`src/eppv_pkg.sv`:
```
// Purpose: shared constants for the code memory program and verify port
// Assumes: mode pins sampled as logic levels; supply level arrives as a digital flag
// Notes: code memory size is a parameter of the top module; encryption table size is fixed here by ENC_AW
package eppv_pkg;

  // ---------------------------------------------------------------
  // mode decode patterns, bit order {a,b,c,d,e}
  // ---------------------------------------------------------------
  localparam logic [4:0] MODE_PROG_CODE = 5'h0f;
  localparam logic [4:0] MODE_VERIFY = 5'h03;
  localparam logic [4:0] MODE_PROG_ENC = 5'h0d;
  localparam logic [4:0] MODE_LOCK_ONE = 5'h1f;
  localparam logic [4:0] MODE_LOCK_TWO = 5'h1c;
  localparam logic [4:0] MODE_LOCK_THREE = 5'h16;
  localparam logic [4:0] MODE_SIGNATURE = 5'h00;

  // ---------------------------------------------------------------
  // widths, reset values, signature map
  // ---------------------------------------------------------------
  localparam int ADDR_W = 13;
  localparam int ENC_AW = 6;
  localparam logic [7:0] ERASED_BYTE = 8'hff;
  localparam logic [7:0] SIG_ADDR_0 = 8'h30;
  localparam logic [7:0] SIG_ADDR_1 = 8'h31;
  localparam logic [7:0] SIG_ADDR_2 = 8'h60;

  typedef enum logic [7:0] {
    EPPV_IDLE = 8'h01,
    EPPV_PROG_CODE = 8'h02,
    EPPV_PROG_ENC = 8'h04,
    EPPV_LOCK_ONE = 8'h08,
    EPPV_LOCK_TWO = 8'h10,
    EPPV_LOCK_THREE = 8'h20,
    EPPV_VERIFY = 8'h40,
    EPPV_SIGNATURE = 8'h80
  } eppv_mode_e;

endpackage : eppv_pkg

```
`src/eppv_sync.sv`:
```
// Purpose: two-flop synchroniser for a vector of pin inputs
// Assumes: each bit is an independent slow level
// Notes: first stage is read only by the second stage
`timescale 1ns/1ps
module eppv_sync #(
  parameter int W = 1,
  parameter logic [W-1:0] INIT = '0
) (
  input wire logic clk_sys,
  input wire logic rst,
  input wire logic [W-1:0] din,
  output logic [W-1:0] dout
);

  logic [W-1:0] meta_q;
  logic [W-1:0] meta_d;
  logic [W-1:0] sync_q;
  logic [W-1:0] sync_d;

  always_comb begin
    meta_d = din;
    sync_d = meta_q;
  end

  always_ff @(posedge clk_sys) begin
    if (rst) begin
      meta_q <= INIT;
      sync_q <= INIT;
    end else begin
      meta_q <= meta_d;
      sync_q <= sync_d;
    end
  end

  assign dout = sync_q;

endmodule : eppv_sync

```
`src/eppv_port.sv`:
```
// Purpose: program and verify port of the on-chip code memory
// Assumes: prog_supply_high flags the raised programming supply; strobe and mode pins are asynchronous
// Notes: memory is flip-flops, so CODE_AW is kept small by default for simulation
`timescale 1ns/1ps
// Operation
// - the address comes from port one (low byte) and the five low pins of port two (upper bits).
// - a byte is written only on a low strobe pulse while a program mode is selected.
// - program code mode is reset high, store low, supply raised, a low and b to e high.
// - verify mode is reset high, store low, strobe and supply at logic high, a b c low, d e high.
// - encryption, three lock bits and signature read each have their own fixed mode pin pattern.
// - lock bits cannot be read over port zero, only seen on the lock_bit_one to lock_bit_three outputs and through the protection of one and two.
// - verify output is the code byte xnor the encryption byte chosen by six address lines.
module eppv_port #(
  parameter int CODE_AW = 8,
  parameter logic [7:0] SIG_BYTE_0 = 8'h11, // arbitrary value
  parameter logic [7:0] SIG_BYTE_1 = 8'h22, // arbitrary value
  parameter logic [7:0] SIG_BYTE_2 = 8'h33 // arbitrary value
) (
  input wire logic clk_sys,
  input wire logic rst,
  input wire logic rst_pin,
  input wire logic program_store_enable_n,
  input wire logic latch_program_strobe,
  input wire logic ext_access_prog_supply,
  input wire logic prog_supply_high,
  input wire logic mode_pin_a,
  input wire logic mode_pin_b,
  input wire logic mode_pin_c,
  input wire logic mode_pin_d,
  input wire logic mode_pin_e,
  input wire logic [7:0] port1_in,
  input wire logic [4:0] port2_addr_in,
  input wire logic [7:0] port0_in,
  output logic [7:0] port0_out,
  output logic port0_oe,
  output logic lock_bit_one,
  output logic lock_bit_two,
  output logic lock_bit_three
);

  // ---------------------------------------------------------------
  // pin synchronisation
  // ---------------------------------------------------------------
  localparam int PIN_W = 1 + 1 + 1 + 1 + 1 + 5 + 8 + 5 + 8;
  logic [PIN_W-1:0] pins_raw;
  logic [PIN_W-1:0] pins_s;
  assign pins_raw = {rst_pin, program_store_enable_n, latch_program_strobe, ext_access_prog_supply,
                     prog_supply_high, mode_pin_a, mode_pin_b, mode_pin_c, mode_pin_d, mode_pin_e,
                     port2_addr_in, port1_in, port0_in};

  // idle strobe and store pins are high
  eppv_sync #(.W(PIN_W), .INIT({2'b01, 1'b1, {(PIN_W-3){1'b0}}})) u_sync (
    .clk_sys(clk_sys),
    .rst(rst),
    .din(pins_raw),
    .dout(pins_s)
  );

  logic s_rst;
  logic s_store_n;
  logic s_strobe;
  logic s_ea;
  logic s_vpp;
  logic [4:0] s_mode;
  logic [12:0] s_addr;
  logic [7:0] s_data;
  assign {s_rst, s_store_n, s_strobe, s_ea, s_vpp, s_mode, s_addr, s_data} = pins_s;

  // ---------------------------------------------------------------
  // mode decode
  // ---------------------------------------------------------------
  eppv_pkg::eppv_mode_e mode;
  logic base_ok;
  always_comb begin
    base_ok = s_rst && !s_store_n;
    mode = eppv_pkg::EPPV_IDLE;
    if (base_ok && s_vpp) begin
      case (s_mode)
        eppv_pkg::MODE_PROG_CODE: mode = eppv_pkg::EPPV_PROG_CODE;
        eppv_pkg::MODE_PROG_ENC: mode = eppv_pkg::EPPV_PROG_ENC;
        eppv_pkg::MODE_LOCK_ONE: mode = eppv_pkg::EPPV_LOCK_ONE;
        eppv_pkg::MODE_LOCK_TWO: mode = eppv_pkg::EPPV_LOCK_TWO;
        eppv_pkg::MODE_LOCK_THREE: mode = eppv_pkg::EPPV_LOCK_THREE;
        default: mode = eppv_pkg::EPPV_IDLE;
      endcase
    end else if (base_ok && s_ea && s_strobe) begin
      // supply must be at logic level, not raised, for reads
      case (s_mode)
        eppv_pkg::MODE_VERIFY: mode = eppv_pkg::EPPV_VERIFY;
        eppv_pkg::MODE_SIGNATURE: mode = eppv_pkg::EPPV_SIGNATURE;
        default: mode = eppv_pkg::EPPV_IDLE;
      endcase
    end
  end

  // ---------------------------------------------------------------
  // strobe edge and write
  // ---------------------------------------------------------------
  logic strobe_q;
  logic strobe_d;
  logic fall;
  logic [CODE_AW-1:0] waddr;
  logic [eppv_pkg::ENC_AW-1:0] eaddr;
  logic prog_mode;
  assign fall = strobe_q && !s_strobe;
  assign waddr = s_addr[CODE_AW-1:0];
  assign eaddr = s_addr[eppv_pkg::ENC_AW-1:0];
  // strobe pin only drops low in program modes once supply is raised
  assign prog_mode = s_vpp && (mode != eppv_pkg::EPPV_IDLE) && (mode != eppv_pkg::EPPV_VERIFY)
                     && (mode != eppv_pkg::EPPV_SIGNATURE);

  logic [7:0] code_q [2**CODE_AW];
  logic [7:0] code_d [2**CODE_AW];
  logic [7:0] enc_q [2**eppv_pkg::ENC_AW];
  logic [7:0] enc_d [2**eppv_pkg::ENC_AW];
  logic [2:0] lock_q;
  logic [2:0] lock_d;
  logic locked;
  // eprom cells only clear bits; repeated pulses are harmless
  assign locked = lock_q[0];

  // decode as the strobe falls, while mode pins still stand
  logic [4:0] mode_at;
  assign mode_at = s_mode;

  always_comb begin
    strobe_d = s_strobe;
    lock_d = lock_q;
    if (fall && prog_mode && !locked) begin
      if (mode_at == eppv_pkg::MODE_LOCK_ONE) lock_d[0] = 1'b1;
      if (mode_at == eppv_pkg::MODE_LOCK_TWO) lock_d[1] = 1'b1;
      if (mode_at == eppv_pkg::MODE_LOCK_THREE) lock_d[2] = 1'b1;
    end
  end

  genvar gi;
  generate
    for (gi = 0; gi < 2**CODE_AW; gi++) begin : g_code
      always_comb begin
        code_d[gi] = code_q[gi];
        if (fall && prog_mode && !locked && mode_at == eppv_pkg::MODE_PROG_CODE
            && waddr == CODE_AW'(gi)) begin
          code_d[gi] = code_q[gi] & s_data;
        end
      end
      always_ff @(posedge clk_sys) begin
        if (rst) begin
          code_q[gi] <= eppv_pkg::ERASED_BYTE;
        end else begin
          code_q[gi] <= code_d[gi];
        end
      end
    end
    for (gi = 0; gi < 2**eppv_pkg::ENC_AW; gi++) begin : g_enc
      always_comb begin
        enc_d[gi] = enc_q[gi];
        if (fall && prog_mode && !locked && mode_at == eppv_pkg::MODE_PROG_ENC
            && eaddr == (eppv_pkg::ENC_AW)'(gi)) begin
          enc_d[gi] = enc_q[gi] & s_data;
        end
      end
      always_ff @(posedge clk_sys) begin
        if (rst) begin
          enc_q[gi] <= eppv_pkg::ERASED_BYTE;
        end else begin
          enc_q[gi] <= enc_d[gi];
        end
      end
    end
  endgenerate

  // ---------------------------------------------------------------
  // read path
  // ---------------------------------------------------------------
  logic [7:0] out_q;
  logic [7:0] out_d;
  logic oe_q;
  logic oe_d;
  always_comb begin
    out_d = 8'h00;
    oe_d = 1'b0;
    case (mode)
      eppv_pkg::EPPV_VERIFY: begin
        // lock two blocks verify; the bus then floats
        oe_d = !lock_q[1];
        out_d = ~(code_q[waddr] ^ enc_q[eaddr]);
      end
      eppv_pkg::EPPV_SIGNATURE: begin
        oe_d = 1'b1;
        if (s_addr[7:0] == eppv_pkg::SIG_ADDR_0) out_d = SIG_BYTE_0;
        else if (s_addr[7:0] == eppv_pkg::SIG_ADDR_1) out_d = SIG_BYTE_1;
        else if (s_addr[7:0] == eppv_pkg::SIG_ADDR_2) out_d = SIG_BYTE_2;
        else out_d = eppv_pkg::ERASED_BYTE;
      end
      default: begin
        oe_d = 1'b0;
        out_d = 8'h00;
      end
    endcase
  end

  always_ff @(posedge clk_sys) begin
    if (rst) begin
      strobe_q <= 1'b1;
      lock_q <= 3'h0;
      out_q <= 8'h00;
      oe_q <= 1'b0;
    end else begin
      strobe_q <= strobe_d;
      lock_q <= lock_d;
      out_q <= out_d;
      oe_q <= oe_d;
    end
  end

  assign port0_out = out_q;
  assign port0_oe = oe_q;
  // lock state is a plain status level for the rest of the chip, never read over port zero
  assign lock_bit_one = lock_q[0];
  assign lock_bit_two = lock_q[1];
  assign lock_bit_three = lock_q[2];

endmodule : eppv_port

```
`config.mk`:
```
export PLATFORM = sky130hd
export DESIGN_NAME = eppv_port
export DESIGN_NICKNAME = d
export VERILOG_FILES = /design/src/eppv_pkg.sv /design/src/eppv_sync.sv /design/src/eppv_port.sv
export SDC_FILE = /design/constraint.sdc
export NUM_CORES = 2
export LEC_CHECK = 0
export BUFFER_PORTS_ARGS = -buffer_cell sky130_fd_sc_hd__buf_2
export CAP_MARGIN = 20
export CORE_ASPECT_RATIO = 1.1
export CORE_MARGIN = 2
export CORE_UTILIZATION = 55
export CTS_CLUSTER_SIZE = 8
export DETAILED_ROUTE_END_ITERATION = 7
export PLACE_DENSITY = 0.71
export SLEW_MARGIN = 20
export SYNTH_ARGS = -nofsm -noshare
export SYNTH_HDL_FRONTEND = slang
export SYNTH_SLANG_ARGS = --single-unit
```
`constraint.sdc`:
```
create_clock -name clk_sys -period 3.65 [get_ports clk_sys]
set_input_delay 0.73 -clock clk_sys [delete_from_list [all_inputs] [get_ports clk_sys]]
set_output_delay 0.73 -clock clk_sys [all_outputs]
set_load 0.02 [all_outputs]
```
**Word level (Yosys, flattened, before mapping)**

Memory sizes are Yosys's and may differ from the RTL's. A register that Yosys moved wholly into a read port is not among the register bits.
Cells that the tools add are included.

- Output and inout bits: 12
- Bits in registers: 75
- Word-level logic and storage cells: 1977
- Input bits: 33
- Memories kept: 2
- Bits in writable memories: 2560

Memories:

| memory | depth | bits a word | rd ports | clocked after memory_dff | wr ports | line | RTL |
|---|---|---|---|---|---|---|---|
| code_q | 256 | 8 | 257 | 1 | 256 | eppv_port.sv:112 | `logic [7:0] code_q [2**CODE_AW];` |
| enc_q | 64 | 8 | 65 | 1 | 64 | eppv_port.sv:114 | `logic [7:0] enc_q [2**eppv_pkg::ENC_AW];` |

- Equal/unequal tests: 329
- Reductions and logical operators: 342
- Bitwise gates (word level): 642
- Muxes and demuxes: 654

Operator list:

| cell | count |
|---|---|
| $mux 8 | 646 |
| $and 8x8->8 | 320 |
| $eq 8x8->1 const B | 129 |
| $eq 8x7->1 const B | 65 |
| $logic_and 1x1->1 | 332 |
| $or 1x1->1 | 320 |
| $eq 8x6->1 const B | 32 |
| $eq 6x6->1 const B | 32 |
| $eq 8x5->1 const B | 16 |
| $eq 6x5->1 const B | 16 |
| $eq 8x4->1 const B | 8 |
| $eq 6x4->1 const B | 8 |
| $eq 8x3->1 const B | 4 |
| $pmux 8 s2 | 2 |
| $pmux 6 s5 | 1 |
| $eq 6x3->1 const B | 4 |
| $eq 8x2->1 const B | 2 |
| $eq 5x5->1 const B | 3 |
| $eq 6x2->1 const B | 2 |
| $eq 5x4->1 const B | 2 |
| $eq 8x1->1 const B | 1 |
| $logic_not 8->1 | 1 |
| $ne 8x1->1 const B | 1 |
| $ne 8x7->1 const B | 1 |
| other kinds (12) | 19 |

**Depth between registers and ports, before layout**

- Word-level depth: 16
- Depth in mapped cells: 13
- Mapped depth without buffers: 8

**Cells and area by module**

From an unflattened synthesis, not the netlist that was laid out.

- Cell total of the unflattened synthesis: 10686
- Area total of the unflattened synthesis: 107199.1 um^2

Modules (own cells, without submodules):

| module | times used | area an instance (um^2) | seq. area each (um^2) | cells an instance |
|---|---|---|---|---|
| eppv_port | 1 | 105533.7 | 51509.4 | 10556 |
| eppv_sync | 1 | 1665.3 | 1241.2 | 130 |

**Worst setup path after synthesis**

No wires, ideal clock.

- Path type: register -> register
- Start point: reg u_sync.sync_q[9] (netlist: u_sync.dout[9])
- End point: reg out_q[2] (netlist: port0_out[2])
- Arrival time: 2.415 ns
- Stages on the path, launching flop included: 10
- Path buffers: 4
- Setup time: 0.146 ns
- Clock period less this slack: 2.561 ns
- Data required time: 3.504 ns
- Setup slack: 1.089 ns
- Path through: dfxtp_1 buf_2 buf_4 buf_2 clkbuf_1 mux4_2 mux4_2 a221oi_2 xnor2_1 o21ai_1

- Longest elaborated chain between the ends: 5
- Elaborated cells on any way between the ends: 7
- Those cells by class: eq/ne: 3; mux: 4

RTL lines:

| element | line | RTL |
|---|---|---|
| start: declaration | eppv_sync.sv:17 | `logic [W-1:0] sync_q;` |
| start signal: assignment | eppv_sync.sv:31 | `sync_q <= sync_d;` |
| $eq 8x7->1 | eppv_port.sv:192 | `else if (s_addr[7:0] == eppv_pkg::SIG_ADDR_2) out_d = SIG_BYTE_2;` |
| $mux 8 | eppv_port.sv:192 |  |
| $mux 8 | eppv_port.sv:191 | `else if (s_addr[7:0] == eppv_pkg::SIG_ADDR_1) out_d = SIG_BYTE_1;` |
| $mux 8 * | eppv_port.sv:190 | `if (s_addr[7:0] == eppv_pkg::SIG_ADDR_0) out_d = SIG_BYTE_0;` |
| $pmux 8 s2 * | eppv_port.sv:182 | `case (mode)` |
| end signal: assignment | eppv_port.sv:211 | `out_q <= out_d;` |
| end: declaration | eppv_port.sv:175 | `logic [7:0] out_q;` |

Every way passes the cells marked *; elsewhere a longest branch is shown, timed or not.
A chain may end at the register's enable or synchronous reset.

**Final worst setup path**

- Start point: reg u_sync.sync_q[8] (netlist: u_sync.dout[8])
- End point: reg out_q[5] (netlist: port0_out[5])

- Longest elaborated chain between the ends: 4
- Elaborated cells on any way between the ends: 5
- Those cells by class: eq/ne: 2; mux: 3

RTL lines:

| element | line |
|---|---|
| $eq 8x6->1 | eppv_port.sv:191 |
| $mux 8 | eppv_port.sv:191 |
| $mux 8 * | eppv_port.sv:190 |
| $pmux 8 s2 * | eppv_port.sv:182 |

Marks and branches as above.

==> metrics.csv <==
metric,value,unit
root buf cell,clkbuf_16,
Worst-Skew Late Latency,960,ps
H-tree lvl count,5,
outcome,"finished, violations left",
Slew HR,14.6,%
slowest stage cell on the critical path,a22oi_1,
mux contribution to synthesized area,13.7,%
P per Cell Area,503,mW/mm^2
Wirelength per Cell,24.4,um
hold depth,2,
Worst Path Arrival,4500,ps
ANT nets after route,0,
Initial Util,55.4,%
# clock sinks,2625,
RePlAce Congestion,0.922,
CTS tree,built,
Leak,40.1,nW
crit-path max FO,16,
FP Rows,169,
maximum vdd drop,0.000585,V
Max Freq,272,MHz
Min-Delay Startpoint,port1_in[0],
CP Cell Sequence,buf_12 > buf_12 > mux4_2 > a22oi_1 > nand4_1 > nor4_1 > a32oi_1 > buf_4 > xnor2_1 > o21ai_1,
area share of the largest cell type after synthesis,49.1,%
initial antenna violation count,19,
vias in the first global route,81600,
synthesized-area fraction occupied by xor and xnor cells,0.0655,%
flop-to-flop setup slack,-20,ps
gr ovfl total,0,
Adder-Cell Fraction of Synth Area,0,%
vias per cell,6.23,
Setup TNS Final,-23.1,ps
Mean Syn Cell Area,10.0,um^2
cell mode on critical path,buf_12,
crit-path leading delay family,simple AND/OR/NAND/NOR gates,
CTS Buffer Depth,4,
Critical Path RT,4480,ps
cells after synthesis,10700,
IO buf count,39,
Worst setup EP type,flip-flop,
largest net degree at the start of global routing,237,
hold endpoint,u_sync.meta_q[8],
Fin. Hold Viols,0,
routed wire length,323000,um
Syn Nets,10700,
Synth Cell Area,0.107,mm^2
failing checks,setup timing,
slew at the pin closest to its max-slew limit,1280,ps
Nets,10700,
largest family of logic cells by synthesized area,compound AO/OA/AOI/OAI gates,
most frequent cells in the layout,"dfxtp_1 (2612), nand2_1 (1955), a21o_1 (1904), nand2b_1 (696), o21ai_0 (573)",
die height,467,um
Synth Area in Simple Gates,13.4,%
Hold Crit Class,input pin to flip-flop,
Top Ports,45,
max-cap viol count,0,
first-pass GRT wire length,490000,um
1st-pass router iterations,6,
Tot GR Track Use,32.1,%
WS Path Type,flip-flop to flip-flop,
"Slew Viols, Final",0,
Area Overhead vs Synth,13.8,%
"area leader, netlist",dfxtp_1,
core area,0.193,mm^2
startpoint types,flip-flop,
worst r2r dst,port0_out[5],
Setup Skew,50.6,ps
die area,0.198,mm^2
1st-iter DRT viols,9174,
sum of buffers and inverters on the critical path,3,
depth of the most critical reg-to-reg path,10,
clock-pin slew on the worst setup and hold paths,50,ps
Ys Warns,0,
"commonest non-fill, non-tap cell in the layout",dfxtp_1,
Pwr Total,61.2,mW
vias post-DR,82500,
Worst R2R Start,u_sync.dout[8],
setup violators final,1,
period utilization,101,%
share of layout cells above drive strength 1,14.8,%
post-synthesis register bit count,2625,
Horiz. Die Dim,425,um
synth top area cells,"dfxtp_1 (49%), a21o_1 (13%), mux4_2 (10%)",
Compound-Gate Fraction of Synth Area,19.3,%
PnR worst setup slack,-23.1,ps
Critical Path Max Stage Delay,540,ps
DRC Markers,0,
"Seq/Total Area, Yosys",49.1,%
crit path time final,3670,ps
Num CTS Buffers,378,
RSZ-0062 raised after global routing,no,
synth unique cells,63,
detailed placement HPWL,200000,um
-- per-stage QoR --
step                hold WS (ps)  instance area [um^2]  std cells  worst slack, ps  utilization, %
floorplan                    389                107000      10700             1090               -
global placement             394                112000      12800            -25.8            57.8
detailed placement           394                112000      12800            -23.9            57.8
CTS                         13.0                122000      13200             93.7            63.0
global route                54.7                122000      13200             15.1            63.0
finish                      47.0                122000      13200            -23.1            63.0
-- kinds of logic after synthesis --
group,count (synthesis)
AO/OA/AOI/OAI,2991
XOR/XNOR,8
buffers and inverters,1047
flip-flops,2625
multiplexers,846
AND/OR/NAND/NOR,3150
-- registers in the layout (all words and copies together) (netlist names) --
signal	flops
lock_q	3
port0_out	8
port0_oe	1
strobe_q	1
code_q	2048
u_sync.dout	26
u_sync.meta_q	26
enc_q	512
-- worst max path at each step --
stage	slack, ps	end	start	cells past startpoint
2_1_floorplan	1090	port0_out[2]	u_sync.dout[9]	9
3_3_place_gp	-30	port0_out[2]	u_sync.dout[13]	9
3_5_place_dp	-20	port0_out[2]	u_sync.dout[13]	12
4_1_cts	90	port0_out[2]	u_sync.dout[8]	11
5_1_grt	20	port0_out[2]	u_sync.dout[8]	11
6_report	-20	port0_out[5]	u_sync.dout[8]	10
-- worst register-to-register path: cells and delay by family, from the launching register on --
kind	cells	cell delay, ps
flip-flops	1	520
AO/OA/AOI/OAI	3	780
AND/OR/NAND/NOR	2	840
XOR/XNOR	1	170
buffers and inverters	3	710
multiplexers	1	530
-- repair_timing --
action / in CTS / in global routing
setup endpoints to repair: 1 / 1
gates resized for setup: 2 / 0
hold buffers: 25 / 0
endpoints found under the hold margin: 25 / 0
cloned: 0 / 0
buffers inserted: 0 / 3
-- cell usage after synthesis (all sizes together) --
cell type / count
or4bb: 1
nand4bb: 2
a221o: 12
inv: 18
mux4: 498
o21ai: 687
o31ai: 21
a21oi: 53
a21o: 1904
and4: 4
and3b: 3
o21a: 1
buf: 344
xnor2: 8
o2111ai: 2
a22oi: 169
a221oi: 31
nand4b: 3
or4b: 2
nor2: 156
nand4: 32
a41oi: 1
or3: 9
and2: 8
o311ai: 1
a22o: 23
nor4: 17
nand3: 127
nor3b: 5
mux2i: 348
a32oi: 12
o211ai: 9
nor2b: 60
o22ai: 35
nor4b: 1
a211oi: 1
nor3: 14
or2: 23
or4: 3
dfxtp: 2625
nand2b: 700
nand2: 1955
clkbuf: 685
a31oi: 29
and3: 25
-- metal layers --
layer  up-vias  GRT usage, %  part of all wire, %
met5         -             0                0.044
met2      3748          50.5                   45
met4         4          14.7                  4.7
met1     41100          42.5                   40
met3       790          6.82                   10
li1      36800             -                    -
-- area by class of cell --
class	instances	area, um^2
clock buffer	388	9610
multi-input combinational	6995	50100
tap	2565	3210
timing repair buffer	615	6000
fill	15100	71300
antenna	18	45.0
inverter	18	70.1
sequential	2625	52600
clock inverter	9	115
-- power breakdown --
| part | switching [mW] | leakage (nW) | internal [mW] |
|---|---|---|---|
| Clock | 11.7 | 4.79 | 18.3 |
| Sequential | 0.0824 | 21.3 | 28.8 |
| Combinational | 1.60 | 14.1 | 0.797 |
No activity file was read; power rests on OpenSTA's default activity.
